**src/rtl/uart_ir_pkg.sv**
```systemverilog
package uart_ir_pkg;

  // ----------------------------------------
  // register map (word index, byte address = 4 * index)
  // ----------------------------------------
  localparam int ADDR_W = 12;
  localparam logic [9:0] IDX_DATA = 10'h0200;
  localparam logic [9:0] IDX_MODE = 10'h0201;
  localparam logic [9:0] IDX_CTRL = 10'h0202;
  localparam logic [9:0] IDX_BAUD = 10'h0203;
  localparam logic [9:0] IDX_IR = 10'h0207;

  // ----------------------------------------
  // serial_mode_reg fields
  // ----------------------------------------
  localparam int MODE_TB8 = 7;
  localparam int MODE_RXE = 5;
  localparam int MODE_WU = 4;
  localparam int MODE_FM_LO = 2;
  localparam int MODE_CS_LO = 0;
  localparam logic [1:0] FM_7BIT = 2'h1;
  localparam logic [1:0] FM_8BIT = 2'h2;
  localparam logic [1:0] FM_9BIT = 2'h3;

  // ----------------------------------------
  // serial_ctrl_reg fields
  // ----------------------------------------
  localparam int CTRL_RB8 = 7;
  localparam int CTRL_EVEN = 6;
  localparam int CTRL_PE = 5;

  // ----------------------------------------
  // infrared_ctrl fields
  // ----------------------------------------
  localparam int IR_TX_PULSE_WIDTH_SEL = 7;
  localparam int IR_RX_PULSE_POLARITY_SEL = 6;
  localparam int IR_IR_TX_ENABLE = 5;
  localparam int IR_IR_RX_ENABLE = 4;
  localparam int IR_WD_LO = 0;

  // ----------------------------------------
  // reset values
  // ----------------------------------------
  localparam logic [7:0] MODE_RST = 8'h00;
  localparam logic [7:0] IR_RST = 8'h00;

  // ----------------------------------------
  // timing
  // ----------------------------------------
  localparam int CLK_HZ = 50_000_000;
  localparam int DEF_BAUD_BPS = 9600;
  localparam int OVS = 16;
  localparam logic [15:0] BAUD_DIV_RST = 16'(CLK_HZ / (DEF_BAUD_BPS * OVS) - 1);
  localparam logic [3:0] SAMPLE_PH = 4'h7;
  localparam logic [3:0] LAST_PH = 4'hF;
  localparam logic [3:0] PW_3_16 = 4'h3;
  localparam logic [3:0] PW_1_16 = 4'h1;
  localparam logic [4:0] DEMOD_HOLD = 5'h10;

  typedef enum logic [2:0] {TX_IDLE, TX_START, TX_DATA, TX_PAR, TX_STOP} tx_state_t;
  typedef enum logic [2:0] {RX_IDLE, RX_START, RX_DATA, RX_PAR, RX_STOP} rx_state_t;

endpackage

```
**src/rtl/ir_modem.sv**
```systemverilog
module ir_modem (
  // clock and reset
  input wire logic ref_clk_i,
  input wire logic rst_i,
  // from the serial channel
  input wire logic ser_tx_i,
  input wire logic [3:0] tx_phase_i,
  input wire logic tick_i,
  // infrared control
  input wire logic [7:0] ir_ctrl_i,
  // pins and channel input
  output logic tx_line_o,
  input wire logic rx_line_i,
  output logic ser_rx_o
);

  typedef struct packed {
    logic tx_line;
    logic ser_rx;
    logic [3:0] wcnt;
    logic [4:0] hold;
  } ir_st_t;

  ir_st_t st_ff;
  ir_st_t nxt_st;
  logic active;
  logic [3:0] pw;
  logic [3:0] min_w;

  assign pw = ir_ctrl_i[uart_ir_pkg::IR_TX_PULSE_WIDTH_SEL] ? uart_ir_pkg::PW_1_16
                                                : uart_ir_pkg::PW_3_16;
  // a low pulse counts when polarity select is 1
  assign active = rx_line_i ^ ir_ctrl_i[uart_ir_pkg::IR_RX_PULSE_POLARITY_SEL];
  assign min_w = ir_ctrl_i[uart_ir_pkg::IR_WD_LO +: 4];

  always_comb begin
    nxt_st = st_ff;
    // ----------------------------------------
    // modulator
    // ----------------------------------------
    if (ir_ctrl_i[uart_ir_pkg::IR_IR_TX_ENABLE]) begin
      // zero bit -> short high pulse at bit start, one bit -> pin low
      nxt_st.tx_line = ~ser_tx_i & (tx_phase_i < pw);
    end else begin
      nxt_st.tx_line = ser_tx_i;
    end
    // ----------------------------------------
    // demodulator
    // ----------------------------------------
    if (tick_i && st_ff.hold != 5'h00) begin
      nxt_st.hold = st_ff.hold - 5'h01;
    end
    if (!active) begin
      nxt_st.wcnt = 4'h0;
    end else if (st_ff.wcnt != 4'hF) begin
      nxt_st.wcnt = st_ff.wcnt + 4'h1;
    end
    // width reached after (min_w + 1) reference clock cycles; fires once per pulse, or every active cycle once wcnt saturates if min_w is 15
    if (active && st_ff.wcnt == min_w) begin
      nxt_st.hold = uart_ir_pkg::DEMOD_HOLD;
    end
    if (ir_ctrl_i[uart_ir_pkg::IR_IR_RX_ENABLE]) begin
      // stretch a valid pulse into a zero lasting one bit time
      nxt_st.ser_rx = (nxt_st.hold == 5'h00);
    end else begin
      nxt_st.ser_rx = rx_line_i;
    end
  end

  always_ff @(posedge ref_clk_i or posedge rst_i) begin
    if (rst_i) begin
      st_ff <= '{tx_line: 1'b1, ser_rx: 1'b1, wcnt: 4'h0, hold: 5'h00};
    end else begin
      st_ff <= nxt_st;
    end
  end

  assign tx_line_o = st_ff.tx_line;
  assign ser_rx_o = st_ff.ser_rx;

endmodule

```
**src/rtl/uart_frames_ir_modem.sv**
```systemverilog
// Functional notes
// - frame mode 01 sends and receives seven data bits.
// - 7/8-bit modes add parity only if enabled; even or odd per select.
// - frame mode 10 uses eight data bits.
// - frame mode 11 uses nine data bits and never adds parity.
// - nine-bit mode sends tx_ninth_bit and stores received ninth bit in rx_ninth_bit.
// - nine-bit mode with wake-up: receive event only when ninth bit is 1.
// - master first sends slave select code with ninth bit set.
// - master then sends data with ninth bit clear; idle slaves see nothing.
// - infrared zero is a short high pulse, one is a low bit.
// - pulse width select 0 gives 3/16 bit, 1 gives 1/16 bit.
// - receiver gives 0 on a pulse of at least the set width, else 1.
// - polarity select 0 takes high pulses, 1 takes low pulses.
// - infrared transmit and receive paths each have their own enable bit.
// - minimum receive width is field value plus one prescaler periods; 0000, 1111 banned (code counts reference clock cycles).
//
// Added by the designer: the APB register port.
module uart_frames_ir_modem (
  // clock and reset
  input wire logic ref_clk_i,
  input wire logic rst_i,
  // apb slave
  input wire logic psel_i,
  input wire logic penable_i,
  input wire logic pwrite_i,
  input wire logic [uart_ir_pkg::ADDR_W-1:0] paddr_i,
  input wire logic [31:0] pwdata_i,
  output logic [31:0] prdata_o,
  output logic pready_o,
  output logic pslverr_o,
  // serial pins
  output logic tx_line_o,
  input wire logic rx_line_i,
  // frame events
  output logic tx_done_irq_o,
  output logic rx_done_irq_o
);

  typedef struct packed {
    logic [7:0] mode;
    logic pe;
    logic even;
    logic rb8;
    logic perr;
    logic ferr;
    logic oerr;
    logic rx_rdy;
    logic [7:0] ir;
    logic [15:0] baud;
    logic [15:0] bcnt;
    uart_ir_pkg::tx_state_t tx_st;
    logic [3:0] tx_ph;
    logic [3:0] tx_bit;
    logic [8:0] tx_sh;
    logic tx_par;
    uart_ir_pkg::rx_state_t rx_st;
    logic [3:0] rx_ph;
    logic [3:0] rx_bit;
    logic [8:0] rx_sh;
    logic rx_par;
    logic rx_pbad;
    logic [7:0] rx_buf;
    logic [31:0] prdata;
    logic tx_irq;
    logic rx_irq;
  } uart_st_t;

  uart_st_t st_ff;
  uart_st_t nxt_st;

  logic tick;
  logic acc;
  logic wr;
  logic rd;
  logic setup;
  logic [9:0] idx;
  logic idx_ok;
  logic [1:0] fm;
  logic [3:0] nbits;
  logic par_on;
  logic [7:0] dmask;
  logic txd;
  logic rxd;
  logic tx_busy;
  logic [8:0] rx_al;
  logic [7:0] ctrl_rd;

  // ----------------------------------------
  // decode
  // ----------------------------------------
  assign idx = paddr_i[11:2];
  assign idx_ok = (idx == uart_ir_pkg::IDX_DATA) || (idx == uart_ir_pkg::IDX_MODE) ||
                  (idx == uart_ir_pkg::IDX_CTRL) || (idx == uart_ir_pkg::IDX_BAUD) ||
                  (idx == uart_ir_pkg::IDX_IR);
  assign setup = psel_i & ~penable_i;
  assign acc = psel_i & penable_i;
  assign wr = acc & pwrite_i & idx_ok;
  assign rd = acc & ~pwrite_i & idx_ok;
  assign pready_o = acc;
  assign pslverr_o = acc & ~idx_ok;
  assign prdata_o = st_ff.prdata;

  // ----------------------------------------
  // frame format
  // ----------------------------------------
  assign fm = st_ff.mode[uart_ir_pkg::MODE_FM_LO +: 2];

  always_comb begin
    case (fm)
      uart_ir_pkg::FM_7BIT: nbits = 4'd7;
      uart_ir_pkg::FM_9BIT: nbits = 4'd9;
      uart_ir_pkg::FM_8BIT: nbits = 4'd8;
      default: nbits = 4'd8;
    endcase
  end

  // nine-bit mode never carries parity
  assign par_on = st_ff.pe && (fm != uart_ir_pkg::FM_9BIT);
  assign dmask = (fm == uart_ir_pkg::FM_7BIT) ? 8'h7F : 8'hFF;
  // >= so that lowering the divider mid-count cannot stall the tick for a full wrap
  assign tick = (st_ff.bcnt >= st_ff.baud);
  assign tx_busy = (st_ff.tx_st != uart_ir_pkg::TX_IDLE);
  // received bits arrive at the top; drop the unused low positions
  assign rx_al = st_ff.rx_sh >> (4'd9 - nbits);
  assign ctrl_rd = {st_ff.rb8, st_ff.even, st_ff.pe, st_ff.perr,
                    st_ff.ferr, st_ff.oerr, st_ff.rx_rdy, tx_busy};

  // line level during each frame section
  always_comb begin
    case (st_ff.tx_st)
      uart_ir_pkg::TX_START: txd = 1'b0;
      uart_ir_pkg::TX_DATA: txd = st_ff.tx_sh[0];
      uart_ir_pkg::TX_PAR: txd = st_ff.tx_par;
      default: txd = 1'b1;
    endcase
  end

  // ----------------------------------------
  // next state
  // ----------------------------------------
  always_comb begin
    nxt_st = st_ff;
    nxt_st.tx_irq = 1'b0;
    nxt_st.rx_irq = 1'b0;
    nxt_st.bcnt = tick ? 16'h0000 : st_ff.bcnt + 16'h0001;

    // read data is captured in the setup cycle so it leaves a flop
    if (setup) begin
      case (idx)
        uart_ir_pkg::IDX_DATA: nxt_st.prdata = {24'h00_0000, st_ff.rx_buf};
        uart_ir_pkg::IDX_MODE: nxt_st.prdata = {24'h00_0000, st_ff.mode};
        uart_ir_pkg::IDX_CTRL: nxt_st.prdata = {24'h00_0000, ctrl_rd};
        uart_ir_pkg::IDX_BAUD: nxt_st.prdata = {16'h0000, st_ff.baud};
        uart_ir_pkg::IDX_IR: nxt_st.prdata = {24'h00_0000, st_ff.ir};
        default: nxt_st.prdata = 32'h0000_0000;
      endcase
    end

    // register writes and read side effects
    if (wr) begin
      case (idx)
        uart_ir_pkg::IDX_MODE: nxt_st.mode = pwdata_i[7:0];
        uart_ir_pkg::IDX_CTRL: begin
          nxt_st.even = pwdata_i[uart_ir_pkg::CTRL_EVEN];
          nxt_st.pe = pwdata_i[uart_ir_pkg::CTRL_PE];
        end
        uart_ir_pkg::IDX_BAUD: nxt_st.baud = pwdata_i[15:0];
        uart_ir_pkg::IDX_IR: nxt_st.ir = pwdata_i[7:0];
        default: ;
      endcase
    end
    if (rd && idx == uart_ir_pkg::IDX_DATA) begin
      nxt_st.rx_rdy = 1'b0;
    end
    if (rd && idx == uart_ir_pkg::IDX_CTRL) begin
      nxt_st.perr = 1'b0;
      nxt_st.ferr = 1'b0;
      nxt_st.oerr = 1'b0;
    end

    // ----------------------------------------
    // transmitter
    // ----------------------------------------
    case (st_ff.tx_st)
      uart_ir_pkg::TX_IDLE: begin
        // a data write while busy is dropped: there is no holding buffer
        if (wr && idx == uart_ir_pkg::IDX_DATA) begin
          // ninth bit rides above the data byte
          nxt_st.tx_sh = {st_ff.mode[uart_ir_pkg::MODE_TB8], pwdata_i[7:0]};
          nxt_st.tx_par = ^(pwdata_i[7:0] & dmask) ^ ~st_ff.even;
          nxt_st.tx_ph = 4'h0;
          nxt_st.tx_bit = 4'h0;
          nxt_st.tx_st = uart_ir_pkg::TX_START;
        end
      end
      uart_ir_pkg::TX_START: begin
        if (tick) begin
          nxt_st.tx_ph = st_ff.tx_ph + 4'h1;
          if (st_ff.tx_ph == uart_ir_pkg::LAST_PH) begin
            nxt_st.tx_st = uart_ir_pkg::TX_DATA;
          end
        end
      end
      uart_ir_pkg::TX_DATA: begin
        if (tick) begin
          nxt_st.tx_ph = st_ff.tx_ph + 4'h1;
          if (st_ff.tx_ph == uart_ir_pkg::LAST_PH) begin
            nxt_st.tx_sh = {1'b0, st_ff.tx_sh[8:1]};
            nxt_st.tx_bit = st_ff.tx_bit + 4'h1;
            if (st_ff.tx_bit == nbits - 4'd1) begin
              nxt_st.tx_st = par_on ? uart_ir_pkg::TX_PAR : uart_ir_pkg::TX_STOP;
            end
          end
        end
      end
      uart_ir_pkg::TX_PAR: begin
        if (tick) begin
          nxt_st.tx_ph = st_ff.tx_ph + 4'h1;
          if (st_ff.tx_ph == uart_ir_pkg::LAST_PH) begin
            nxt_st.tx_st = uart_ir_pkg::TX_STOP;
          end
        end
      end
      uart_ir_pkg::TX_STOP: begin
        if (tick) begin
          nxt_st.tx_ph = st_ff.tx_ph + 4'h1;
          if (st_ff.tx_ph == uart_ir_pkg::LAST_PH) begin
            nxt_st.tx_st = uart_ir_pkg::TX_IDLE;
            nxt_st.tx_irq = 1'b1;
          end
        end
      end
      default: nxt_st.tx_st = uart_ir_pkg::TX_IDLE;
    endcase

    // ----------------------------------------
    // receiver, sampling at mid bit
    // ----------------------------------------
    if (st_ff.rx_st != uart_ir_pkg::RX_IDLE && tick) begin
      nxt_st.rx_ph = st_ff.rx_ph + 4'h1;
    end
    case (st_ff.rx_st)
      uart_ir_pkg::RX_IDLE: begin
        if (st_ff.mode[uart_ir_pkg::MODE_RXE] && !rxd) begin
          nxt_st.rx_ph = 4'h0;
          nxt_st.rx_bit = 4'h0;
          nxt_st.rx_par = 1'b0;
          nxt_st.rx_pbad = 1'b0;
          nxt_st.rx_st = uart_ir_pkg::RX_START;
        end
      end
      uart_ir_pkg::RX_START: begin
        if (tick && st_ff.rx_ph == uart_ir_pkg::SAMPLE_PH && rxd) begin
          // glitch, not a start bit
          nxt_st.rx_st = uart_ir_pkg::RX_IDLE;
        end else if (tick && st_ff.rx_ph == uart_ir_pkg::LAST_PH) begin
          nxt_st.rx_st = uart_ir_pkg::RX_DATA;
        end
      end
      uart_ir_pkg::RX_DATA: begin
        if (tick && st_ff.rx_ph == uart_ir_pkg::SAMPLE_PH) begin
          nxt_st.rx_sh = {rxd, st_ff.rx_sh[8:1]};
          nxt_st.rx_par = st_ff.rx_par ^ rxd;
        end
        if (tick && st_ff.rx_ph == uart_ir_pkg::LAST_PH) begin
          nxt_st.rx_bit = st_ff.rx_bit + 4'h1;
          if (st_ff.rx_bit == nbits - 4'd1) begin
            nxt_st.rx_st = par_on ? uart_ir_pkg::RX_PAR : uart_ir_pkg::RX_STOP;
          end
        end
      end
      uart_ir_pkg::RX_PAR: begin
        if (tick && st_ff.rx_ph == uart_ir_pkg::SAMPLE_PH) begin
          nxt_st.rx_pbad = (rxd != (st_ff.rx_par ^ ~st_ff.even));
        end
        if (tick && st_ff.rx_ph == uart_ir_pkg::LAST_PH) begin
          nxt_st.rx_st = uart_ir_pkg::RX_STOP;
        end
      end
      uart_ir_pkg::RX_STOP: begin
        // finish at mid stop bit so a following start edge is not missed
        if (tick && st_ff.rx_ph == uart_ir_pkg::SAMPLE_PH) begin
          nxt_st.rx_st = uart_ir_pkg::RX_IDLE;
          // wake-up filter discards frames whose ninth bit is clear
          if (!(fm == uart_ir_pkg::FM_9BIT && st_ff.mode[uart_ir_pkg::MODE_WU] &&
                !rx_al[8])) begin
            nxt_st.rx_buf = rx_al[7:0];
            if (fm == uart_ir_pkg::FM_9BIT) begin
              nxt_st.rb8 = rx_al[8];
            end
            // set beats a same-cycle clear by read
            nxt_st.oerr = nxt_st.oerr | (st_ff.rx_rdy & nxt_st.rx_rdy);
            nxt_st.ferr = nxt_st.ferr | ~rxd;
            nxt_st.perr = nxt_st.perr | st_ff.rx_pbad;
            nxt_st.rx_rdy = 1'b1;
            nxt_st.rx_irq = 1'b1;
          end
        end
      end
      default: nxt_st.rx_st = uart_ir_pkg::RX_IDLE;
    endcase
  end

  // ----------------------------------------
  // state register
  // ----------------------------------------
  always_ff @(posedge ref_clk_i or posedge rst_i) begin
    if (rst_i) begin
      st_ff <= '{mode: uart_ir_pkg::MODE_RST, ir: uart_ir_pkg::IR_RST,
                 baud: uart_ir_pkg::BAUD_DIV_RST, tx_st: uart_ir_pkg::TX_IDLE,
                 rx_st: uart_ir_pkg::RX_IDLE, default: '0};
    end else begin
      st_ff <= nxt_st;
    end
  end

  assign tx_done_irq_o = st_ff.tx_irq;
  assign rx_done_irq_o = st_ff.rx_irq;

  // ----------------------------------------
  // infrared modem between channel and pins
  // ----------------------------------------
  ir_modem u_ir_modem (
    .ref_clk_i(ref_clk_i),
    .rst_i(rst_i),
    .ser_tx_i(txd),
    .tx_phase_i(st_ff.tx_ph),
    .tick_i(tick),
    .ir_ctrl_i(st_ff.ir),
    .tx_line_o(tx_line_o),
    .rx_line_i(rx_line_i),
    .ser_rx_o(rxd)
  );

endmodule

```
**config.mk**
```make
export PLATFORM = sky130hd
export DESIGN_NAME = uart_frames_ir_modem
export DESIGN_NICKNAME = d
export VERILOG_FILES = /design/src/rtl/uart_ir_pkg.sv /design/src/rtl/ir_modem.sv /design/src/rtl/uart_frames_ir_modem.sv
export SDC_FILE = /design/constraint.sdc
export NUM_CORES = 1
export LEC_CHECK = 0
export BUFFER_PORTS_ARGS = -buffer_cell sky130_fd_sc_hd__buf_2
export CORE_ASPECT_RATIO = 1.5
export CORE_UTILIZATION = 30
export DETAILED_ROUTE_END_ITERATION = 10
export SETUP_SLACK_MARGIN = 0.4
export SKIP_CTS_REPAIR_TIMING = 1
export SLEW_MARGIN = 30
export SYNTH_ARGS = -nofsm -noshare
export SYNTH_HDL_FRONTEND = slang
export SYNTH_SLANG_ARGS = --single-unit
```
**constraint.sdc**
```tcl
create_clock -name ref_clk_i -period 5.95 [get_ports ref_clk_i]
set_input_delay 0.2975 -clock ref_clk_i [delete_from_list [all_inputs] [get_ports ref_clk_i]]
set_output_delay 0.2975 -clock ref_clk_i [all_outputs]
set_load 0.005 [all_outputs]
```
==> impl_metrics.env, run 1 <==
export IMPL_cts_clk_slew_worst_paths_ps=60
export IMPL_synth_edff_count=0
export IMPL_final_nets=832
export IMPL_final_cell_mix="dfrtp_1 (130), nand2_1 (83), nor2_1 (62), o21ai_0 (55), buf_2 (52)"
export IMPL_fin_setup_tns_ps=0
export IMPL_start_kind="flop"
export IMPL_power_w=0.00252
export IMPL_crit_fanout=16
export IMPL_worstReg2RegStart="st_ff[103]"
export IMPL_dp_hpwl_mm=11.8
export IMPL_avgViaCountPerCell=4.86
export IMPL_drt_iter0_markers=280
export IMPL_finalMaxSlewViolations=0
export IMPL_place_gp_congestion=0.781
export IMPL_n_antenna_cell=0
export IMPL_die_w_um=128
export IMPL_grt_pass1_vias=5296
export IMPL_holdWs_ps=-16.6
export IMPL_port_buffers=52
export IMPL_yosys_area_share_simple_pct=15.7
export IMPL_synthXorXnorAreaFrac_pct=4.51
export IMPL_syn_inst=728
export IMPL_p_leak_nw=3.70
export IMPL_fmax_mhz=303
export IMPL_criticalPathCategory="flop to flop"
export IMPL_core_area_sq_um=23700
export IMPL_cts_buffer_depth=2
export IMPL_totalWireLength_mm=16.4
export IMPL_setup_viol=0
export IMPL_cts_tree="done"
export IMPL_outcome="finished, violations left"
export IMPL_clock_skew_ps=17.0
export IMPL_grt_total_usage_pct=14.1
export IMPL_drc_errors=0
export IMPL_grt_pass1_wl_mm=27.0
export IMPL_dp_slack_ps=2620
export IMPL_clk_latency_ps=430
export IMPL_synth_top_flop_cell="dfrtp_1"
export IMPL_fin_crit_ps=3300
export IMPL_synthArstFlopShare_pct=100
export IMPL_post_synth_cell_area_avg_sq_um=9.88
export IMPL_synthMuxAreaShare_pct=10.8
export IMPL_synth_compound_area_share_pct=11.2
export IMPL_r2r_setup_slack_ps=2650
export IMPL_max_cap_viol_count=0
export IMPL_critPathRequiredTime_ps=6260
export IMPL_timing_final_ws_setup_ps=2650
export IMPL_rsz0062_at_grt="false"
export IMPL_synth_cell_area_sq_um=7190
export IMPL_drtAntennaViolNets=0
export IMPL_slew_headroom_pct=42.9
export IMPL_gr_total_overflow=0
export IMPL_vias=5297
export IMPL_start_util_pct=30.4
export IMPL_arrival_ps=3610
export IMPL_drtPass1Iterations=7
export IMPL_post_synth_fa_ha_maj_area_fraction_pct=4.17
export IMPL_violations="hold timing"
export IMPL_grt_start_max_net_pins=71
export IMPL_vdd_drop_max_mv=0.195
export IMPL_yosysWarnings=0
export IMPL_antenna_found_initial=0
export IMPL_yosysSeqAreaShare_pct=47.1
export IMPL_drive_gt1_share_pct=19.6
export IMPL_worst_r2r_path_depth=10
export IMPL_ios=87
export IMPL_hold_viol=30
export IMPL_reg2reg_to="st_ff[70]"
export IMPL_dp_cells=1058
export IMPL_synth_seq_cells=135
export IMPL_fin_crit_sh_pct=55.4
export IMPL_syn_to_final_growth_pct=14.7
export IMPL_clockRootBuffer="clkbuf_16"
export IMPL_h_tree_depth=4
export IMPL_synthDistinctLibCells=60
export IMPL_power_density_nw_per_um2=306
export IMPL_final_common_cell="dfrtp_1"
export IMPL_synth_top_family_by_area="simple AND/OR/NAND/NOR gates"
export IMPL_worstMarginPinSlew_ps=854
export IMPL_die_area_sq_um=24600
export IMPL_finalNonFillerCells=1089
export IMPL_die_height_um=192
export IMPL_nFillCells=2468
export IMPL_end_kind="flop"
export IMPL_hold_path_class="input pin to async pin"
export IMPL_numCtsBuffers=17
export IMPL_rows=69
export IMPL_drt_wirelength_per_cell_um=15.0
export IMPL_clock_sinks=135
-- worst max path at each step --
stage                from         end  slack (ps)  depth (start not counted)
2_1_floorplan       rst_i  ctrl_rd[1]        2050                          1
3_3_place_gp   st_ff[103]   st_ff[69]        2600                         10
3_5_place_dp   st_ff[103]   st_ff[70]        2620                         10
4_1_cts        st_ff[103]   st_ff[70]        2580                         10
5_1_grt        st_ff[103]   st_ff[71]        2330                         10
6_report       st_ff[103]   st_ff[70]        2650                         10
-- layout make-up --
cell class	instances	area, sq um	area share (%)
multi-input cells	517	3400	41.2
clock inverters	11	195	2.37
well taps	319	399	4.84
inverters	30	118	1.43
clock buffers	20	457	5.54
flip-flops and latches	135	3380	41.0
repair buffers	57	298	3.61
-- through the flow --
stage | utilization, % | instance area, sq um
after CTS | 34.9 | 8250
after global placement | 32.1 | 7590
after detailed placement | 32.1 | 7590
after global routing | 34.9 | 8250
final | 34.9 | 8250
after floorplan | - | 7250
-- layer usage --
| metal | share of wire, % | global-route usage (%) | routed length [um] |
|---|---|---|---|
| met5 | 0 | 0 | 0 |
| met4 | 2.0 | 5.07 | 333 |
| met3 | 3.1 | 2.90 | 501 |
| met2 | 54 | 25.6 | 8760 |
| met1 | 41 | 16.2 | 6760 |
-- worst max-delay path: stages (launching register included) --
cell,delay (ps)
dfstp_2,550
inv_1,40
ha_1,280
a31oi_1,180
nor2b_1,60
o31ai_1,330
nand3_1,560
buf_4,410
nand3_1,210
nand2_2,210
mux2_2,330
-- cells in the mapped netlist (all sizes together), types with 3 or more instances --
master,count,area (sq um)
xnor2,25,219
nand3,31,155
mux2,50,563
a31oi,8,50.1
nor3,11,55.1
dfrtp,130,3250
nor3b,4,30.0
inv,29,109
and3,8,55.1
dfstp,5,131
a21oi,30,150
a22o,8,70.1
o31ai,4,30.0
ha,24,300
nand3b,3,22.5
nand2b,5,31.3
nor2b,5,31.3
or3,6,37.5
buf,38,272
mux2i,19,190
nand4,5,31.3
clkbuf,23,86.3
nand4b,3,26.3
a222oi,7,70.1
nand2,84,318
nor2,62,233
xor2,12,105
o21ai,55,275
-- power breakdown --
group	switching [W]	internal, W	total (W)
Clock	0.000402	0.000764	0.00117
Sequential	0.0000665	0.000977	0.00104
Combinational	0.000185	0.000129	0.000314
-- registers in the layout, indices dropped and copies added (netlist names), 2 cells and up --
register / cells
prdata_o: 16
fm: 2
ctrl_rd: 7
u_ir_modem.st_ff: 9
st_ff: 97
-- kinds of logic (layout without fill, tap and decap cells) --
family | after synthesis | after routing
AOI/OAI and AO/OA | 131 | 131
buffers and inverters | 91 | 118
DFF | 135 | 135
muxes | 70 | 70
and+or+nand+nor | 239 | 239
other | 1 | 16
xor gates and xnor gates | 37 | 37
adders and majority gates | 24 | 24
Power figures use the tool's default switching activity.
==> run 2: changes to the inputs <==
==> constraint.sdc (replaced) <==
create_clock -name ref_clk_i -period 2.7 [get_ports ref_clk_i]
set_input_delay 0.135 -clock ref_clk_i [delete_from_list [all_inputs] [get_ports ref_clk_i]]
set_output_delay 0.135 -clock ref_clk_i [all_outputs]
set_load 0.005 [all_outputs]
==> impl_metrics.env, run 2 (synthesis gave the netlist of run 1 again) <==
export IMPL_outcome="finished, violations left"
export IMPL_violations="hold timing"
export IMPL_cp_startpoint="st_ff[109]"
export IMPL_holdWs_ps=-1.77
export IMPL_max_cap_viol_count=0
export IMPL_worstMarginPinSlew_ps=649
export IMPL_largest_register_ff_count=97
export IMPL_start_util_pct=30.4
export IMPL_vias=5605
export IMPL_fin_crit_sh_pct=96.8
export IMPL_largest_register="st_ff"
export IMPL_hold_path_class="input pin to flop"
export IMPL_combinationalPowerShare_pct=17.2
export IMPL_avgViaCountPerCell=4.91
export IMPL_cts_buffer_depth=2
export IMPL_grt_pass1_vias=5412
export IMPL_rows=69
export IMPL_critPathMaxStageDelay_ps=550
export IMPL_worstHoldStart="rx_line_i"
export IMPL_drtPass1Iterations=6
export IMPL_fin_crit_ps=2610
export IMPL_syn_to_final_growth_pct=25.9
export IMPL_start_kind="flop"
export IMPL_grt_pass1_wl_mm=28.4
export IMPL_die_w_um=128
export IMPL_crit_path_top_delay_cell="dfstp_2"
export IMPL_core_area_sq_um=23700
export IMPL_p_leak_nw=4.03
export IMPL_cts_tree="done"
export IMPL_crit_fanout=3
export IMPL_final_nets=884
export IMPL_setup_viol=0
export IMPL_cts_clk_slew_worst_paths_ps=70
export IMPL_place_gp_congestion=0.804
export IMPL_end_kind="flop"
export IMPL_clock_sinks=135
export IMPL_fmax_mhz=382
export IMPL_clock_skew_ps=9.95
export IMPL_die_area_sq_um=24600
export IMPL_gr_total_overflow=0
export IMPL_p_sw_share_pct=29.6
export IMPL_worstReg2RegStart="st_ff[109]"
export IMPL_final_common_cell="dfrtp_1"
export IMPL_clockRootBuffer="clkbuf_16"
export IMPL_totalWireLength_mm=18.4
export IMPL_arrival_ps=2930
export IMPL_timing_final_ws_setup_ps=85.5
export IMPL_dp_slack_ps=85.4
export IMPL_drtAntennaViolNets=0
export IMPL_cp_cell_sequence="inv_2 -> ha_1 -> nand4_1 -> nor4_4 -> o31ai_4 -> and3_4 -> or4_4 -> nor2_4 -> mux2_4"
export IMPL_antenna_found_initial=0
export IMPL_h_tree_depth=4
export IMPL_finalMaxSlewViolations=0
export IMPL_p_seq_share_pct=40.9
export IMPL_vdd_drop_max_mv=0.427
export IMPL_intPower_w=0.00398
export IMPL_n_antenna_cell=0
export IMPL_pwr_share_clk_pct=41.9
export IMPL_drt_wirelength_per_cell_um=16.1
export IMPL_drc_errors=0
export IMPL_numCtsBuffers=17
export IMPL_hold_viol=1
export IMPL_drive_gt1_share_pct=29.6
export IMPL_p_switching_w=0.00168
export IMPL_nFillCells=2349
export IMPL_power_density_nw_per_um2=624
export IMPL_grt_total_usage_pct=15.2
export IMPL_grt_start_max_net_pins=71
export IMPL_critPathRequiredTime_ps=3020
export IMPL_power_w=0.00565
export IMPL_drt_iter0_markers=357
export IMPL_multiInputGateArea_sq_um=3740
export IMPL_slew_headroom_pct=56.6
export IMPL_clk_latency_ps=430
export IMPL_dp_hpwl_mm=12.6
export IMPL_criticalPathCategory="flop to flop"
export IMPL_final_cell_mix="dfrtp_1 (129), nand2_1 (81), buf_2 (52), mux2_2 (48), o21ai_0 (47)"
export IMPL_die_height_um=192
export IMPL_seq_area_sq_um=3390
export IMPL_port_buffers=52
export IMPL_rsz0062_at_grt="true"
export IMPL_ios=87
==> run 2: cell type report <==
| type | instances | share of cell area, % |
|---|---|---|
| clock inverters | 14 | 1.80 |
| inverters | 30 | 1.28 |
| clock buffers | 18 | 4.74 |
| well taps | 319 | 4.41 |
| multi-input cells | 518 | 41.3 |
| flip-flops and latches | 135 | 37.4 |
| repair buffers | 108 | 9.13 |
==> run 2: routing by layer <==
metal	GRT usage [%]	up-vias	share of wire, %
met5	0	-	0
li1	-	2677	-
met2	26.1	106	52
met4	7.47	0	3.8
met1	17.7	2780	41
met3	3.31	42	2.7
==> run 2: stage by stage <==
stage	instance area (sq um)	setup TNS [ps]	utilization (%)	cells
final	9060	0	38.3	1142
after detailed placement	7770	0	32.8	1076
after global placement	7770	0	32.8	1076
after floorplan	7270	0	-	743
after global routing	9060	-10.3	38.3	1142
after CTS	8360	0	35.3	1108
==> run 2: worst paths after layout <==
path / to / slack [ps] / cells after the start
setup reg to reg: ctrl_rd[7] / 90 / 9
hold reg to reg: prdata_o[0] / 480 / 2
setup / recovery: ctrl_rd[7] / 90 / 9
max in group asynchronous: st_ff[109] / 1940 / 4
hold / removal: u_ir_modem.ser_rx_o / -2 / 2
min in group asynchronous: u_ir_modem.st_ff[3] / 390 / 4
==> run 2: power groups by stage <==
stage / clock network [W] / registers (W) / logic (W)
after floorplan: 0 / 0.00229 / 0.000552
after global placement: 0 / 0.00233 / 0.000701
after detailed placement: 0 / 0.00233 / 0.000709
after CTS: 0.00241 / 0.00230 / 0.000718
after global routing: 0.00248 / 0.00234 / 0.00109
final: 0.00237 / 0.00231 / 0.000971
==> run 2: critical path, delay by kind of cell (launching register included) <==
family / cells / cell delay [ps]
AO/OA/AOI/OAI: 1 / 130
adder cells (fa/ha/maj): 1 / 250
buffers and inverters: 1 / 30
flip-flops: 1 / 550
multiplexers: 1 / 300
AND/OR/NAND/NOR: 5 / 1220
==> run 3: changes to the inputs <==
--- a/config.mk
+++ b/config.mk
@@ -9,9 +9,11 @@
 export CORE_ASPECT_RATIO = 1.5
 export CORE_UTILIZATION = 30
 export DETAILED_ROUTE_END_ITERATION = 10
+export PLACE_DENSITY = 0.56
 export SETUP_SLACK_MARGIN = 0.4
 export SKIP_CTS_REPAIR_TIMING = 1
 export SLEW_MARGIN = 30
 export SYNTH_ARGS = -nofsm -noshare
 export SYNTH_HDL_FRONTEND = slang
 export SYNTH_SLANG_ARGS = --single-unit
+export TNS_END_PERCENT = 20
==> impl_metrics.env, run 3 (synthesis gave the netlist of run 1 again) <==
export IMPL_outcome="complete, no violations"
export IMPL_grt_start_max_net_pins=99
export IMPL_h_tree_depth=4
export IMPL_cts_clk_slew_worst_paths_ps=60
export IMPL_port_buffers=52
export IMPL_worstMarginPinSlew_ps=591
export IMPL_clock_skew_ps=12.5
export IMPL_vdd_drop_max_mv=0.437
export IMPL_dp_hpwl_mm=12.9
export IMPL_fin_area_sq_um=8690
export IMPL_nFillCells=2443
export IMPL_end_kind="flop"
export IMPL_numCtsBuffers=17
export IMPL_final_common_cell="dfrtp_1"
export IMPL_grt_pass1_wl_mm=28.6
export IMPL_hold_path_class="input pin to flop"
export IMPL_totalWireLength_mm=17.5
export IMPL_avgViaCountPerCell=4.82
export IMPL_final_cell_mix="dfrtp_1 (130), nand2_1 (83), nor2_1 (61), o21ai_0 (54), buf_2 (52)"
export IMPL_final_nets=880
export IMPL_cts_tree="done"
export IMPL_criticalPathCategory="flop to flop"
export IMPL_antenna_found_initial=0
export IMPL_fin_crit_sh_pct=96.4
export IMPL_drc_errors=0
export IMPL_largest_register_ff_count=97
export IMPL_slew_headroom_pct=60.5
export IMPL_clock_sinks=135
export IMPL_start_kind="flop"
export IMPL_clk_latency_ps=430
export IMPL_gr_total_overflow=0
export IMPL_power_density_nw_per_um2=630
export IMPL_core_area_sq_um=23700
export IMPL_hold_viol=0
export IMPL_crit_fanout=4
export IMPL_grt_pass1_vias=5473
export IMPL_drt_iter0_markers=247
export IMPL_finalMaxSlewViolations=0
export IMPL_vias=5488
export IMPL_drtAntennaViolNets=0
export IMPL_setup_viol=0
export IMPL_grt_total_usage_pct=15.2
export IMPL_ios=87
export IMPL_placed_area_sq_um=7890
export IMPL_clockRootBuffer="clkbuf_16"
export IMPL_rows=69
export IMPL_fin_setup_tns_ps=0
export IMPL_place_gp_congestion=0.802
export IMPL_rsz0062_at_grt="true"
export IMPL_critPathRequiredTime_ps=3010
export IMPL_cts_buffer_depth=2
export IMPL_max_cap_viol_count=0
export IMPL_fmax_mhz=384
export IMPL_fin_crit_ps=2600
export IMPL_syn_to_final_growth_pct=20.8
export IMPL_start_util_pct=30.4
export IMPL_drt_wirelength_per_cell_um=15.4
export IMPL_largest_register="st_ff"
export IMPL_drive_gt1_share_pct=24.8
export IMPL_n_antenna_cell=0
export IMPL_p_leak_nw=3.94
export IMPL_arrival_ps=2910
export IMPL_die_w_um=128
export IMPL_die_area_sq_um=24600
export IMPL_die_height_um=192
export IMPL_holdWs_ps=17.7
export IMPL_drtPass1Iterations=5
-- run 3: worst max-delay path: stages, from the launching register on --
cell and delay (ps):
dfstp_2 530, inv_1 40, ha_1 280, a31oi_1 180, nor2b_1 80, o31ai_2 340
buf_4 180, a31oi_2 130, buf_4 190, a211oi_2 190, mux2_2 350
-- run 3: final cells by class --
class	instances	area [sq um]	share of cell area [%]
Multi-Input combinational cell	517	3470	40.0
Sequential cell	135	3380	39.0
Timing Repair Buffer	105	701	8.06
Clock buffer	19	443	5.10
Tap cell	319	399	4.59
Clock inverter	13	170	1.96
Inverter	30	116	1.34
-- run 3: power breakdown --
part | switching [W] | internal (W) | total [W]
logic | 0.000426 | 0.000312 | 0.000738
registers | 0.000151 | 0.00215 | 0.00230
clock network | 0.000941 | 0.00149 | 0.00243
total | 0.00152 | 0.00395 | 0.00547
-- run 3: final timing paths --
| path | from | endpoint | slack (ps) | cells past startpoint |
|---|---|---|---|---|
| setup / recovery | st_ff[103] | st_ff[61] | 100 | 10 |
| hold / removal | rx_line_i | u_ir_modem.ser_rx_o | 20 | 2 |
| setup reg to reg | st_ff[103] | st_ff[61] | 100 | 10 |
| hold reg to reg | prdata_o[14] | prdata_o[14] | 470 | 2 |
| max in group asynchronous | rst_i | st_ff[112] | 1790 | 4 |
| min in group asynchronous | rst_i | tx_done_irq_o | 160 | 3 |
-- run 3: layer usage --
metal  routed length [um]  share of wire [%]  up-vias  global-route usage (%)
li1                     -                  -     2666                       -
met1                 7050                 40     2713                    16.7
met2                 9690                 55       86                    28.7
met3                  354                2.0       23                    2.48
met4                  386                2.2        0                    6.29
met5                    0                  0        -                       0
-- run 3: metrics by stage --
step / utilization [%] / worst slack, ps / power, W / std cells
final: 36.7 / 97.3 / 0.00547 / 1138
after global placement: 33.4 / -29.4 / 0.00304 / 1096
after global routing: 36.7 / 1.85 / 0.00574 / 1138
after floorplan: - / 139 / 0.00284 / 743
after detailed placement: 33.4 / -63.6 / 0.00305 / 1096
after CTS: 35.9 / -77.0 / 0.00550 / 1128
